$ cat src/rtl/pwq_regs.svh
`ifndef PWQ_REGS_SVH
`define PWQ_REGS_SVH
// ****************************************
// Register offsets
// ****************************************
`define PWQ_ADDR_PIPE3      5'h14
`define PWQ_ADDR_PIPE4      5'h15
`define PWQ_ADDR_PIPE5      5'h16
`define PWQ_ADDR_FLAGS      5'h17
// ****************************************
// Occupancy flag and pipe width fields and resets
// ****************************************
`define PWQ_BIT_RX_EMPTY    0
`define PWQ_BIT_RX_FULL     1
`define PWQ_BIT_TX_EMPTY    4
`define PWQ_BIT_TX_FULL     5
`define PWQ_BIT_TX_REUSE    6
`define PWQ_WIDTH_MSB       5
`define PWQ_WIDTH_RESET     6'h00
`define PWQ_FLAGS_RESET     8'h11
// ****************************************
// Command codes
// ****************************************
`define PWQ_OP_RREG         3'h0
`define PWQ_OP_WREG         3'h1
`define PWQ_OP_RD_RX        8'h80
`define PWQ_OP_WR_TX        8'h81
`define PWQ_OP_FLUSH_TX     8'h82
`define PWQ_OP_FLUSH_RX     8'h83
`define PWQ_OP_REUSE        8'h84
// ****************************************
// Queue shape and timing
// ****************************************
`define PWQ_SLOTS           3
`define PWQ_MAX_PLD         32
`define PWQ_CLK_NS          10
`define PWQ_CE_MIN_NS       10000
`define PWQ_CE_MIN_CYC      ((`PWQ_CE_MIN_NS + `PWQ_CLK_NS - 1) / `PWQ_CLK_NS)
`endif

$ cat src/rtl/pwq_pkg.sv
`include "pwq_regs.svh"
package pwq_pkg;
   typedef enum logic [2:0] {
      CMD_NONE, CMD_RREG, CMD_WREG, CMD_RD_RX, CMD_WR_TX, CMD_FLUSH_TX, CMD_FLUSH_RX, CMD_REUSE
   } pwq_cmd_t;

   function automatic pwq_cmd_t pwq_decode(input logic [7:0] op);
      pwq_cmd_t c;
      c = CMD_NONE;
      if (op[7:5] == `PWQ_OP_RREG) c = CMD_RREG;
      else if (op[7:5] == `PWQ_OP_WREG) c = CMD_WREG;
      else if (op == `PWQ_OP_RD_RX) c = CMD_RD_RX;
      else if (op == `PWQ_OP_WR_TX) c = CMD_WR_TX;
      else if (op == `PWQ_OP_FLUSH_TX) c = CMD_FLUSH_TX;
      else if (op == `PWQ_OP_FLUSH_RX) c = CMD_FLUSH_RX;
      else if (op == `PWQ_OP_REUSE) c = CMD_REUSE;
      return c;
   endfunction : pwq_decode

   // Slot and byte index to memory address
   function automatic logic [6:0] pwq_addr(input logic [1:0] slot, input logic [4:0] idx);
      return {slot, idx};
   endfunction : pwq_addr

   // Slot pointer wraps after the third slot
   function automatic logic [1:0] pwq_next_slot(input logic [1:0] slot);
      return (slot == 2'h2) ? 2'h0 : slot + 2'h1;
   endfunction : pwq_next_slot
endpackage : pwq_pkg

$ cat src/rtl/pwq_mem_if.sv
`timescale 1ns/1ns
interface pwq_mem_if;
   logic       we;
   logic [6:0] waddr;
   logic [7:0] wdata;
   logic [6:0] raddr;
   logic [7:0] rdata;
   modport ctl (output we, output waddr, output wdata, output raddr, input rdata);
   modport mem (input we, input waddr, input wdata, input raddr, output rdata);
endinterface : pwq_mem_if

$ cat src/rtl/pwq_mem.sv
`timescale 1ns/1ns
module pwq_mem #(
   parameter int DEPTH = 96
) (
   input wire logic CORE_CLK,
   pwq_mem_if.mem   port
);
   logic [7:0] store [DEPTH];

   // Read data registered so every consumer sees a flop output
   always_ff @(posedge CORE_CLK) begin
      if (port.we) begin
         store[port.waddr] <= port.wdata;
      end
      port.rdata <= store[port.raddr];
   end
endmodule : pwq_mem

$ cat src/rtl/pwq_top.sv
// Function
// - Pipe width field bits 5:0 sets fixed payload bytes 1..32; 0 means unused; values 33..63 are stored and read back as written too
// - Resend command sets resend flag, bit 6 of occupancy register
// - Resend and its flag work only as primary transmitter
// - Bit 5 reads 1 when transmit queue full; resets to 0
// - Bit 1 reads 1 when receive queue full; resets to 0
// - Transmit queue holds three payloads of 1..32 bytes, transmit use only
// - Receive queue is one three-level queue shared by all pipes
`timescale 1ns/1ns
`include "pwq_regs.svh"
module pwq_top
   import pwq_pkg::*;
#(
   parameter int CE_CYC = `PWQ_CE_MIN_CYC
) (
   // Clock and reset
   input  wire logic       CORE_CLK,
   input  wire logic       RST,
   // Serial command port, one byte per beat
   input  wire logic       CMD_VALID,
   input  wire logic [7:0] CMD_OP,
   input  wire logic [7:0] CMD_WDATA,
   input  wire logic       CMD_LAST,
   output logic            RSP_VALID,
   output logic      [7:0] RSP_DATA,
   // Mode and chip enable
   input  wire logic       PRIMARY_TX,
   input  wire logic       CHIP_EN,
   output logic            TX_RESEND,
   // Radio receive side
   input  wire logic       RX_WR_VALID,
   input  wire logic [7:0] RX_WR_DATA,
   input  wire logic       RX_WR_LAST,
   output logic            RX_WR_READY,
   // Radio transmit side
   input  wire logic       TX_RD_REQ,
   input  wire logic       TX_RD_DONE,
   output logic            TX_RD_VALID,
   output logic      [7:0] TX_RD_DATA,
   // Pipe widths
   output logic      [5:0] PIPE3_WIDTH,
   output logic      [5:0] PIPE4_WIDTH,
   output logic      [5:0] PIPE5_WIDTH
);
   localparam int CW = $clog2(CE_CYC + 1);

   pwq_mem_if tx_if ();
   pwq_mem_if rx_if ();
   pwq_mem #(.DEPTH(`PWQ_SLOTS * `PWQ_MAX_PLD)) u_tx_mem (.CORE_CLK(CORE_CLK), .port(tx_if.mem));
   pwq_mem #(.DEPTH(`PWQ_SLOTS * `PWQ_MAX_PLD)) u_rx_mem (.CORE_CLK(CORE_CLK), .port(rx_if.mem));

   pwq_cmd_t   cmd;
   logic [4:0] reg_addr;
   logic       reuse_reg;
   logic [1:0] tx_cnt_reg, tx_wslot_reg, tx_rslot_reg, tx_last_reg;
   logic [5:0] tx_widx_reg;
   logic [4:0] tx_ridx_reg;
   logic [1:0] rx_cnt_reg, rx_cnt_next, rx_wslot_reg, rx_rslot_reg;
   logic [5:0] rx_widx_reg;
   logic [4:0] rx_ridx_reg;
   logic       tx_push, tx_pop, rx_push, rx_pop, tx_wr_ok, rx_wr_ok;
   logic [7:0] flags;
   logic [7:0] reg_q_reg;
   logic       rd_pend_reg, rd_pay_reg;
   logic [CW-1:0] ce_cnt_reg;

   assign cmd      = CMD_VALID ? pwq_decode(CMD_OP) : CMD_NONE;
   assign reg_addr = CMD_OP[4:0];

   // ****************************************
   // Occupancy flags
   // ****************************************
   always_comb begin
      flags                     = 8'h00;
      flags[`PWQ_BIT_TX_REUSE]  = reuse_reg;
      flags[`PWQ_BIT_TX_FULL]   = (tx_cnt_reg == 2'h3);
      flags[`PWQ_BIT_TX_EMPTY]  = (tx_cnt_reg == 2'h0);
      flags[`PWQ_BIT_RX_FULL]   = (rx_cnt_reg == 2'h3);
      flags[`PWQ_BIT_RX_EMPTY]  = (rx_cnt_reg == 2'h0);
   end

   // ****************************************
   // Pipe width registers
   // ****************************************
   // Upper bits are reserved and read back as zero
   always_ff @(posedge CORE_CLK) begin
      if (RST) begin
         PIPE3_WIDTH <= `PWQ_WIDTH_RESET;
         PIPE4_WIDTH <= `PWQ_WIDTH_RESET;
         PIPE5_WIDTH <= `PWQ_WIDTH_RESET;
      end else if (cmd == CMD_WREG) begin
         case (reg_addr)
            `PWQ_ADDR_PIPE3: PIPE3_WIDTH <= CMD_WDATA[`PWQ_WIDTH_MSB:0];
            `PWQ_ADDR_PIPE4: PIPE4_WIDTH <= CMD_WDATA[`PWQ_WIDTH_MSB:0];
            `PWQ_ADDR_PIPE5: PIPE5_WIDTH <= CMD_WDATA[`PWQ_WIDTH_MSB:0];
            default: ;
         endcase
      end
   end

   // ****************************************
   // Resend flag
   // ****************************************
   always_ff @(posedge CORE_CLK) begin
      if (RST) begin
         reuse_reg <= 1'b0;
      end else if (cmd == CMD_REUSE && PRIMARY_TX) begin
         reuse_reg <= 1'b1;
      end else if (cmd == CMD_WR_TX || cmd == CMD_FLUSH_TX) begin
         reuse_reg <= 1'b0;
      end
   end

   // Counter saturates, so one pulse per chip enable high period
   always_ff @(posedge CORE_CLK) begin
      if (RST || !(CHIP_EN && reuse_reg && PRIMARY_TX)) begin
         ce_cnt_reg <= '0;
      end else if (ce_cnt_reg != CW'(CE_CYC)) begin
         ce_cnt_reg <= ce_cnt_reg + 1'b1;
      end
   end

   always_ff @(posedge CORE_CLK) begin
      if (RST) begin
         TX_RESEND <= 1'b0;
      end else begin
         TX_RESEND <= CHIP_EN && reuse_reg && PRIMARY_TX
                      && (ce_cnt_reg == CW'(CE_CYC - 1));
      end
   end

   // ****************************************
   // Transmit queue
   // ****************************************
   // Writes into a full queue are dropped, bytes past 32 are ignored
   assign tx_wr_ok = (cmd == CMD_WR_TX) && (tx_cnt_reg != 2'h3);
   assign tx_push  = tx_wr_ok && CMD_LAST;
   assign tx_pop   = TX_RD_DONE && !reuse_reg && (tx_cnt_reg != 2'h0);
   assign tx_if.we    = tx_wr_ok && (tx_widx_reg < 6'(`PWQ_MAX_PLD));
   assign tx_if.waddr = pwq_addr(tx_wslot_reg, tx_widx_reg[4:0]);
   assign tx_if.wdata = CMD_WDATA;
   // Resend replays the slot last handed to the radio
   assign tx_if.raddr = pwq_addr(reuse_reg ? tx_last_reg : tx_rslot_reg, tx_ridx_reg);

   always_ff @(posedge CORE_CLK) begin
      if (RST || cmd == CMD_FLUSH_TX) begin
         tx_cnt_reg   <= 2'h0;
         tx_wslot_reg <= 2'h0;
         tx_rslot_reg <= 2'h0;
         tx_widx_reg  <= 6'h00;
      end else begin
         if (tx_push) begin
            tx_wslot_reg <= pwq_next_slot(tx_wslot_reg);
            tx_widx_reg  <= 6'h00;
         end else if (tx_wr_ok && tx_widx_reg < 6'(`PWQ_MAX_PLD)) begin
            tx_widx_reg  <= tx_widx_reg + 6'h01;
         end
         if (tx_pop) begin
            tx_rslot_reg <= pwq_next_slot(tx_rslot_reg);
         end
         tx_cnt_reg <= tx_cnt_reg + {1'b0, tx_push} - {1'b0, tx_pop};
      end
   end

   always_ff @(posedge CORE_CLK) begin
      if (RST) begin
         tx_ridx_reg <= 5'h00;
         tx_last_reg <= 2'h0;
         TX_RD_VALID <= 1'b0;
      end else begin
         TX_RD_VALID <= TX_RD_REQ;
         if (TX_RD_DONE) begin
            tx_ridx_reg <= 5'h00;
         end else if (TX_RD_REQ) begin
            tx_ridx_reg <= tx_ridx_reg + 5'h01;
         end
         if (tx_pop) begin
            tx_last_reg <= tx_rslot_reg;
         end
      end
   end
   assign TX_RD_DATA = tx_if.rdata;

   // ****************************************
   // Receive queue
   // ****************************************
   // One queue for every pipe; the radio stalls on ready rather than lose data
   assign rx_wr_ok = RX_WR_VALID && RX_WR_READY;
   assign rx_push  = rx_wr_ok && RX_WR_LAST;
   assign rx_pop   = (cmd == CMD_RD_RX) && CMD_LAST && (rx_cnt_reg != 2'h0);
   assign rx_cnt_next = (cmd == CMD_FLUSH_RX) ? 2'h0
                      : rx_cnt_reg + {1'b0, rx_push} - {1'b0, rx_pop};
   assign rx_if.we    = rx_wr_ok && (rx_widx_reg < 6'(`PWQ_MAX_PLD));
   assign rx_if.waddr = pwq_addr(rx_wslot_reg, rx_widx_reg[4:0]);
   assign rx_if.wdata = RX_WR_DATA;
   assign rx_if.raddr = pwq_addr(rx_rslot_reg, rx_ridx_reg);

   always_ff @(posedge CORE_CLK) begin
      if (RST || cmd == CMD_FLUSH_RX) begin
         rx_cnt_reg   <= 2'h0;
         rx_wslot_reg <= 2'h0;
         rx_rslot_reg <= 2'h0;
         rx_widx_reg  <= 6'h00;
         rx_ridx_reg  <= 5'h00;
         RX_WR_READY  <= !RST;
      end else begin
         rx_cnt_reg  <= rx_cnt_next;
         RX_WR_READY <= (rx_cnt_next != 2'h3);
         if (rx_push) begin
            rx_wslot_reg <= pwq_next_slot(rx_wslot_reg);
            rx_widx_reg  <= 6'h00;
         end else if (rx_wr_ok && rx_widx_reg < 6'(`PWQ_MAX_PLD)) begin
            rx_widx_reg  <= rx_widx_reg + 6'h01;
         end
         if (rx_pop) begin
            rx_rslot_reg <= pwq_next_slot(rx_rslot_reg);
            rx_ridx_reg  <= 5'h00;
         end else if (cmd == CMD_RD_RX) begin
            rx_ridx_reg  <= rx_ridx_reg + 5'h01;
         end
      end
   end

   // ****************************************
   // Read response, two cycles after the beat
   // ****************************************
   always_ff @(posedge CORE_CLK) begin
      if (RST) begin
         rd_pend_reg <= 1'b0;
         rd_pay_reg  <= 1'b0;
         reg_q_reg   <= 8'h00;
         RSP_VALID   <= 1'b0;
         RSP_DATA    <= 8'h00;
      end else begin
         rd_pend_reg <= (cmd == CMD_RREG) || (cmd == CMD_RD_RX);
         rd_pay_reg  <= (cmd == CMD_RD_RX);
         case (reg_addr)
            `PWQ_ADDR_PIPE3: reg_q_reg <= {2'b00, PIPE3_WIDTH};
            `PWQ_ADDR_PIPE4: reg_q_reg <= {2'b00, PIPE4_WIDTH};
            `PWQ_ADDR_PIPE5: reg_q_reg <= {2'b00, PIPE5_WIDTH};
            `PWQ_ADDR_FLAGS: reg_q_reg <= flags;
            default:         reg_q_reg <= 8'h00;
         endcase
         RSP_VALID <= rd_pend_reg;
         RSP_DATA  <= rd_pay_reg ? rx_if.rdata : reg_q_reg;
      end
   end
endmodule : pwq_top

$ cat config.mk
export PLATFORM = sky130hd
export DESIGN_NAME = pwq_top
export DESIGN_NICKNAME = d
export VERILOG_FILES = /design/src/rtl/pwq_pkg.sv /design/src/rtl/pwq_mem_if.sv /design/src/rtl/pwq_mem.sv /design/src/rtl/pwq_top.sv
export VERILOG_INCLUDE_DIRS = /design/src /design/src/rtl
export SDC_FILE = /design/constraint.sdc
export NUM_CORES = 2
export LEC_CHECK = 0
export CORE_MARGIN = 2
export CORE_UTILIZATION = 50
export DETAILED_ROUTE_END_ITERATION = 10
export DONT_BUFFER_PORTS = 1
export GPL_TIMING_DRIVEN = 0
export PLACE_DENSITY = 0.68
export SETUP_SLACK_MARGIN = 0.2
export SLEW_MARGIN = 20
export SYNTH_ARGS = -nofsm -noshare
export SYNTH_HDL_FRONTEND = slang
export SYNTH_SLANG_ARGS = --single-unit
export TNS_END_PERCENT = 100
$ cat constraint.sdc
create_clock -name CORE_CLK -period 2.6 [get_ports CORE_CLK]
set_input_delay 0.52 -clock CORE_CLK [delete_from_list [all_inputs] [get_ports CORE_CLK]]
set_output_delay 0.52 -clock CORE_CLK [all_outputs]
set_load 0.005 [all_outputs]
==> run_results.csv <==
group,metric,value,unit
global_route,met1_usage,36.07,%
critical_path,path_cells,"buf_12 -> buf_12 -> buf_16 -> buf_16 -> mux4_2 -> mux2i_2 -> nand2_1 -> o2111ai_2 -> nand4_1",
global_route,grt_pass1_wl,247900,µm
synthesis,syn-instance-count,3220,
floorplanning,die_w,361.0,µm
synthesis,synth_top_area_cell,"edfxtp_1",
routing,drt_iter0_markers,4965,
clock_tree,clkSinkCount,1638,
synthesis,synth_nets,3264,
global_route,use_met3,5.384,%
sta,fmaxAchievable,0.3732,GHz
synthesis,synth-edff-count,1536,
layout,layout-drive-gt1-share,34.16,%
global_route,grt_antenna_before_repair,1,
critical_path,critPathLaunchType,"flop",
layout,fin_util,60.61,%
routing,routed_wl,177500,µm
placed_design,dp_slack,-1.413,ns
layout,layout.cells.non_filler,5359,
clock_tree,cts_tree,"done",
synthesis,ys_async_sr_fraction,0,%
critical_path,slowest_delay,0.53,ns
sta,skew,0.03590,ns
sta,max_slew_margin,34.78,%
pwr,p_sw,11.11,mW
placed_design,port_buffers,0,
critical_path,worst-path-buf-inv,4,
synthesis,ys_seq_area_share,75.59,%
outcome,violations,"negative setup slack",
pwr,vdd_drop_max,874.0,µV
sta,finalHoldViolCount,0,
routing,vias,34610,
critical_path,worst-path-max-fanout,7,
global_route,grt_use_total,27.02,%
floorplanning,die-area,0.1303,mm²
routing,viasPerCell,6.459,
critical_path,criticalPathCategory,"flop to flop",
min_path,worst_hold_path_type,"input pin to flop",
synthesis,synth_cell_types,78,
synthesis,synth.cell_area,0.06372,mm²
sta,period_share,103.1,%
global_route,grt_pass1_vias,33550,
routing,drc,0,
synthesis,synth_top_cell_area_share,72.39,%
placed_design,hpwl,107400,µm
sta,finalWorstSetupSlack,-0.07981,ns
sta,min_period,2.680,ns
outcome,outcome,"finished with violations",
pwr,p_int,42.37,mW
pwr,p_per_area,700.0,mW/mm²
sta,setup_viol,17,
clock_tree,clockBufferDepth,3,
layout,syn_to_final_growth,19.92,%
placed_design,numPlacedInstances,4871,
routing,wl_per_cell,33.12,µm
synthesis,synth-seq-cells,1638,
pwr,power_frac_clock,42.7,%
routing,postRouteAntennaNets,0,
critical_path,end_kind,"flop",
floorplanning,io_pins,72,
sta,slew_viol_final,0,
global_route,use_met2,42.62,%
critical_path,cpLargestDelayFamily,"multiplexers",
floorplanning,rows,130,
routing,first_pass_iters,6,
clock_tree,path_clk_slew,0.06,ns
pwr,power_leakage,23.32,nW
layout,final_common_cell,"edfxtp_1",
floorplanning,core_area,0.1261,mm²
layout,nets,3615,
clock_tree,cts_made_buffers,161,
placed_design,place.gp.congestion,0.9451,
pwr,swShare,20.78,%
layout,final_cell_mix,"edfxtp_1, mux4_2, clkbuf_16",
synthesis,yosysWarnings,0,
global_route,top_usage_layer,"met2",
clock_tree,cts.htree.levels,4,
sta,rsz0062_at_grt,"yes",
synthesis,ys.flop_type,"edfxtp_1",
floorplanning,die_h,361.0,µm
pwr,power_frac_seq,54.1,%
synthesis,yosys-top-cells-area,"edfxtp_1, mux4_2, dfxtp_1, mux2i_1, nor2_1",
synthesis,synth.avg_cell_area,19.79,µm²
sta,tightest_slew,0.9747,ns
pwr,combPwrFrac,3.2,%
global_route,grt-ovfl-total,0,
clock_tree,cts-root-buf,"clkbuf_16",
floorplanning,initial_core_util,50.55,%
critical_path,cp.required,3.09,ns
run,cap_violations,0,
critical_path,crit_arrival,3.17,ns
critical_path,cp_slowest_cell,"mux4_2",
global_route,grt_max_degree,100,
clock_tree,clkLatencyLatePin,0.80,ns
worst reg2reg max path, cell delays in order, from the launching register on:
cell and delay, ns:
dfxtp_2 0.35, buf_12 0.17, buf_12 0.15, buf_16 0.17
buf_16 0.17, mux4_2 0.53, mux2i_2 0.20, nand2_1 0.13
o2111ai_2 0.13, nand4_1 0.40
metrics by stage:
stage,TNS [ns],cell area (µm²),hold slack [ns],power [mW]
5_1_grt,-4.875,76400,0.04462,54.65
3_3_place_gp,-789.41,66100,0.4552,30.47
4_1_cts,-1.229,75450,0.0002250,53.51
6_report,-0.3952,76410,0.06615,53.48
2_1_floorplan,-0.1532,64030,0.4138,30.10
3_5_place_dp,-818.40,66140,0.4576,30.47
layer usage:
| layer | up-vias | share of wire, % |
|---|---|---|
| met4 | 0 | 5.7 |
| met1 | 17860 | 37 |
| met2 | 2366 | 48 |
| met5 | - | 0 |
| li1 | 13960 | - |
| met3 | 427 | 9.5 |
timing repair:
action                     in CTS  in global routing
gates resized for setup       639                137
hold buffers                   21                  0
buffers inserted              127                 31
hold endpoints to repair     1563                  0
gates cloned                    5                  3
setup endpoints to repair    1511               1331
pin swaps                      96                 39
layout make-up:
class	count	area (µm²)
Clock inverter	88	726.9
Sequential cell	1638	48180
Antenna cell	3	7.507
Multi-Input combinational cell	1401	16630
Fill cell	8592	49650
Clock buffer	210	4403
Timing Repair Buffer	188	2226
Buffer	166	2113
Inverter	15	61.31
Tap cell	1650	2064
synth_stat cells, types with 4 or more instances:
library cell / n
mux4_2: 354
a31oi_1: 10
o21ai_0: 9
nor2_1: 281
buf_6: 4
nand2_1: 98
ha_1: 10
o22ai_1: 24
xor2_1: 14
nor3b_1: 5
a211oi_1: 9
nor3_1: 20
a32oi_1: 4
and3_1: 7
nor2b_1: 33
xnor2_1: 18
and2_1: 7
mux2i_1: 184
a21boi_0: 6
buf_1: 10
a21oi_1: 48
or3_1: 4
o21ai_1: 4
buf_2: 54
nand4_1: 12
clkbuf_1: 55
inv_1: 12
dfxtp_1: 102
edfxtp_1: 1536
a221oi_1: 5
nand3_1: 58
buf_4: 42
nand2b_1: 9
a22o_1: 5
nor4_1: 6
a22oi_1: 105
mux2_2: 5
path summary, 6_finish.rpt:
path	startpoint	endpoint	slack (ns)	cells after the start
max	rx_ridx_reg[0]	u_rx_mem.port.rdata[4]	-0.08	9
min	CHIP_EN	TX_RESEND	0.07	2
min reg2reg	u_rx_mem.port.rdata[4]	RSP_DATA[4]	0.47	2
max reg2reg	rx_ridx_reg[0]	u_rx_mem.port.rdata[4]	-0.08	9
cell families after synthesis:
kind of cell             count (synthesis)  share of synthesized area, %
AO/OA/AOI/OAI                          259                         2.837
AND/OR/NAND/NOR                        556                         3.957
multiplexers                           543                         15.49
flip-flops                            1638                         75.59
buffers and inverters                  181                         1.469
adder cells (fa/ha/maj)                 11                        0.2140
XOR/XNOR                                32                        0.4399
power by group through the flow:
stage	clock [mW]	combinational, mW	sequential (mW)
4_1_cts	22.9	1.64	28.9
3_5_place_dp	0	0.974	29.5
5_1_grt	23.9	1.79	28.9
3_3_place_gp	0	0.977	29.5
6_report	22.8	1.73	28.9
2_1_floorplan	0	0.614	29.5
No activity file was read; power rests on OpenSTA's default activity.
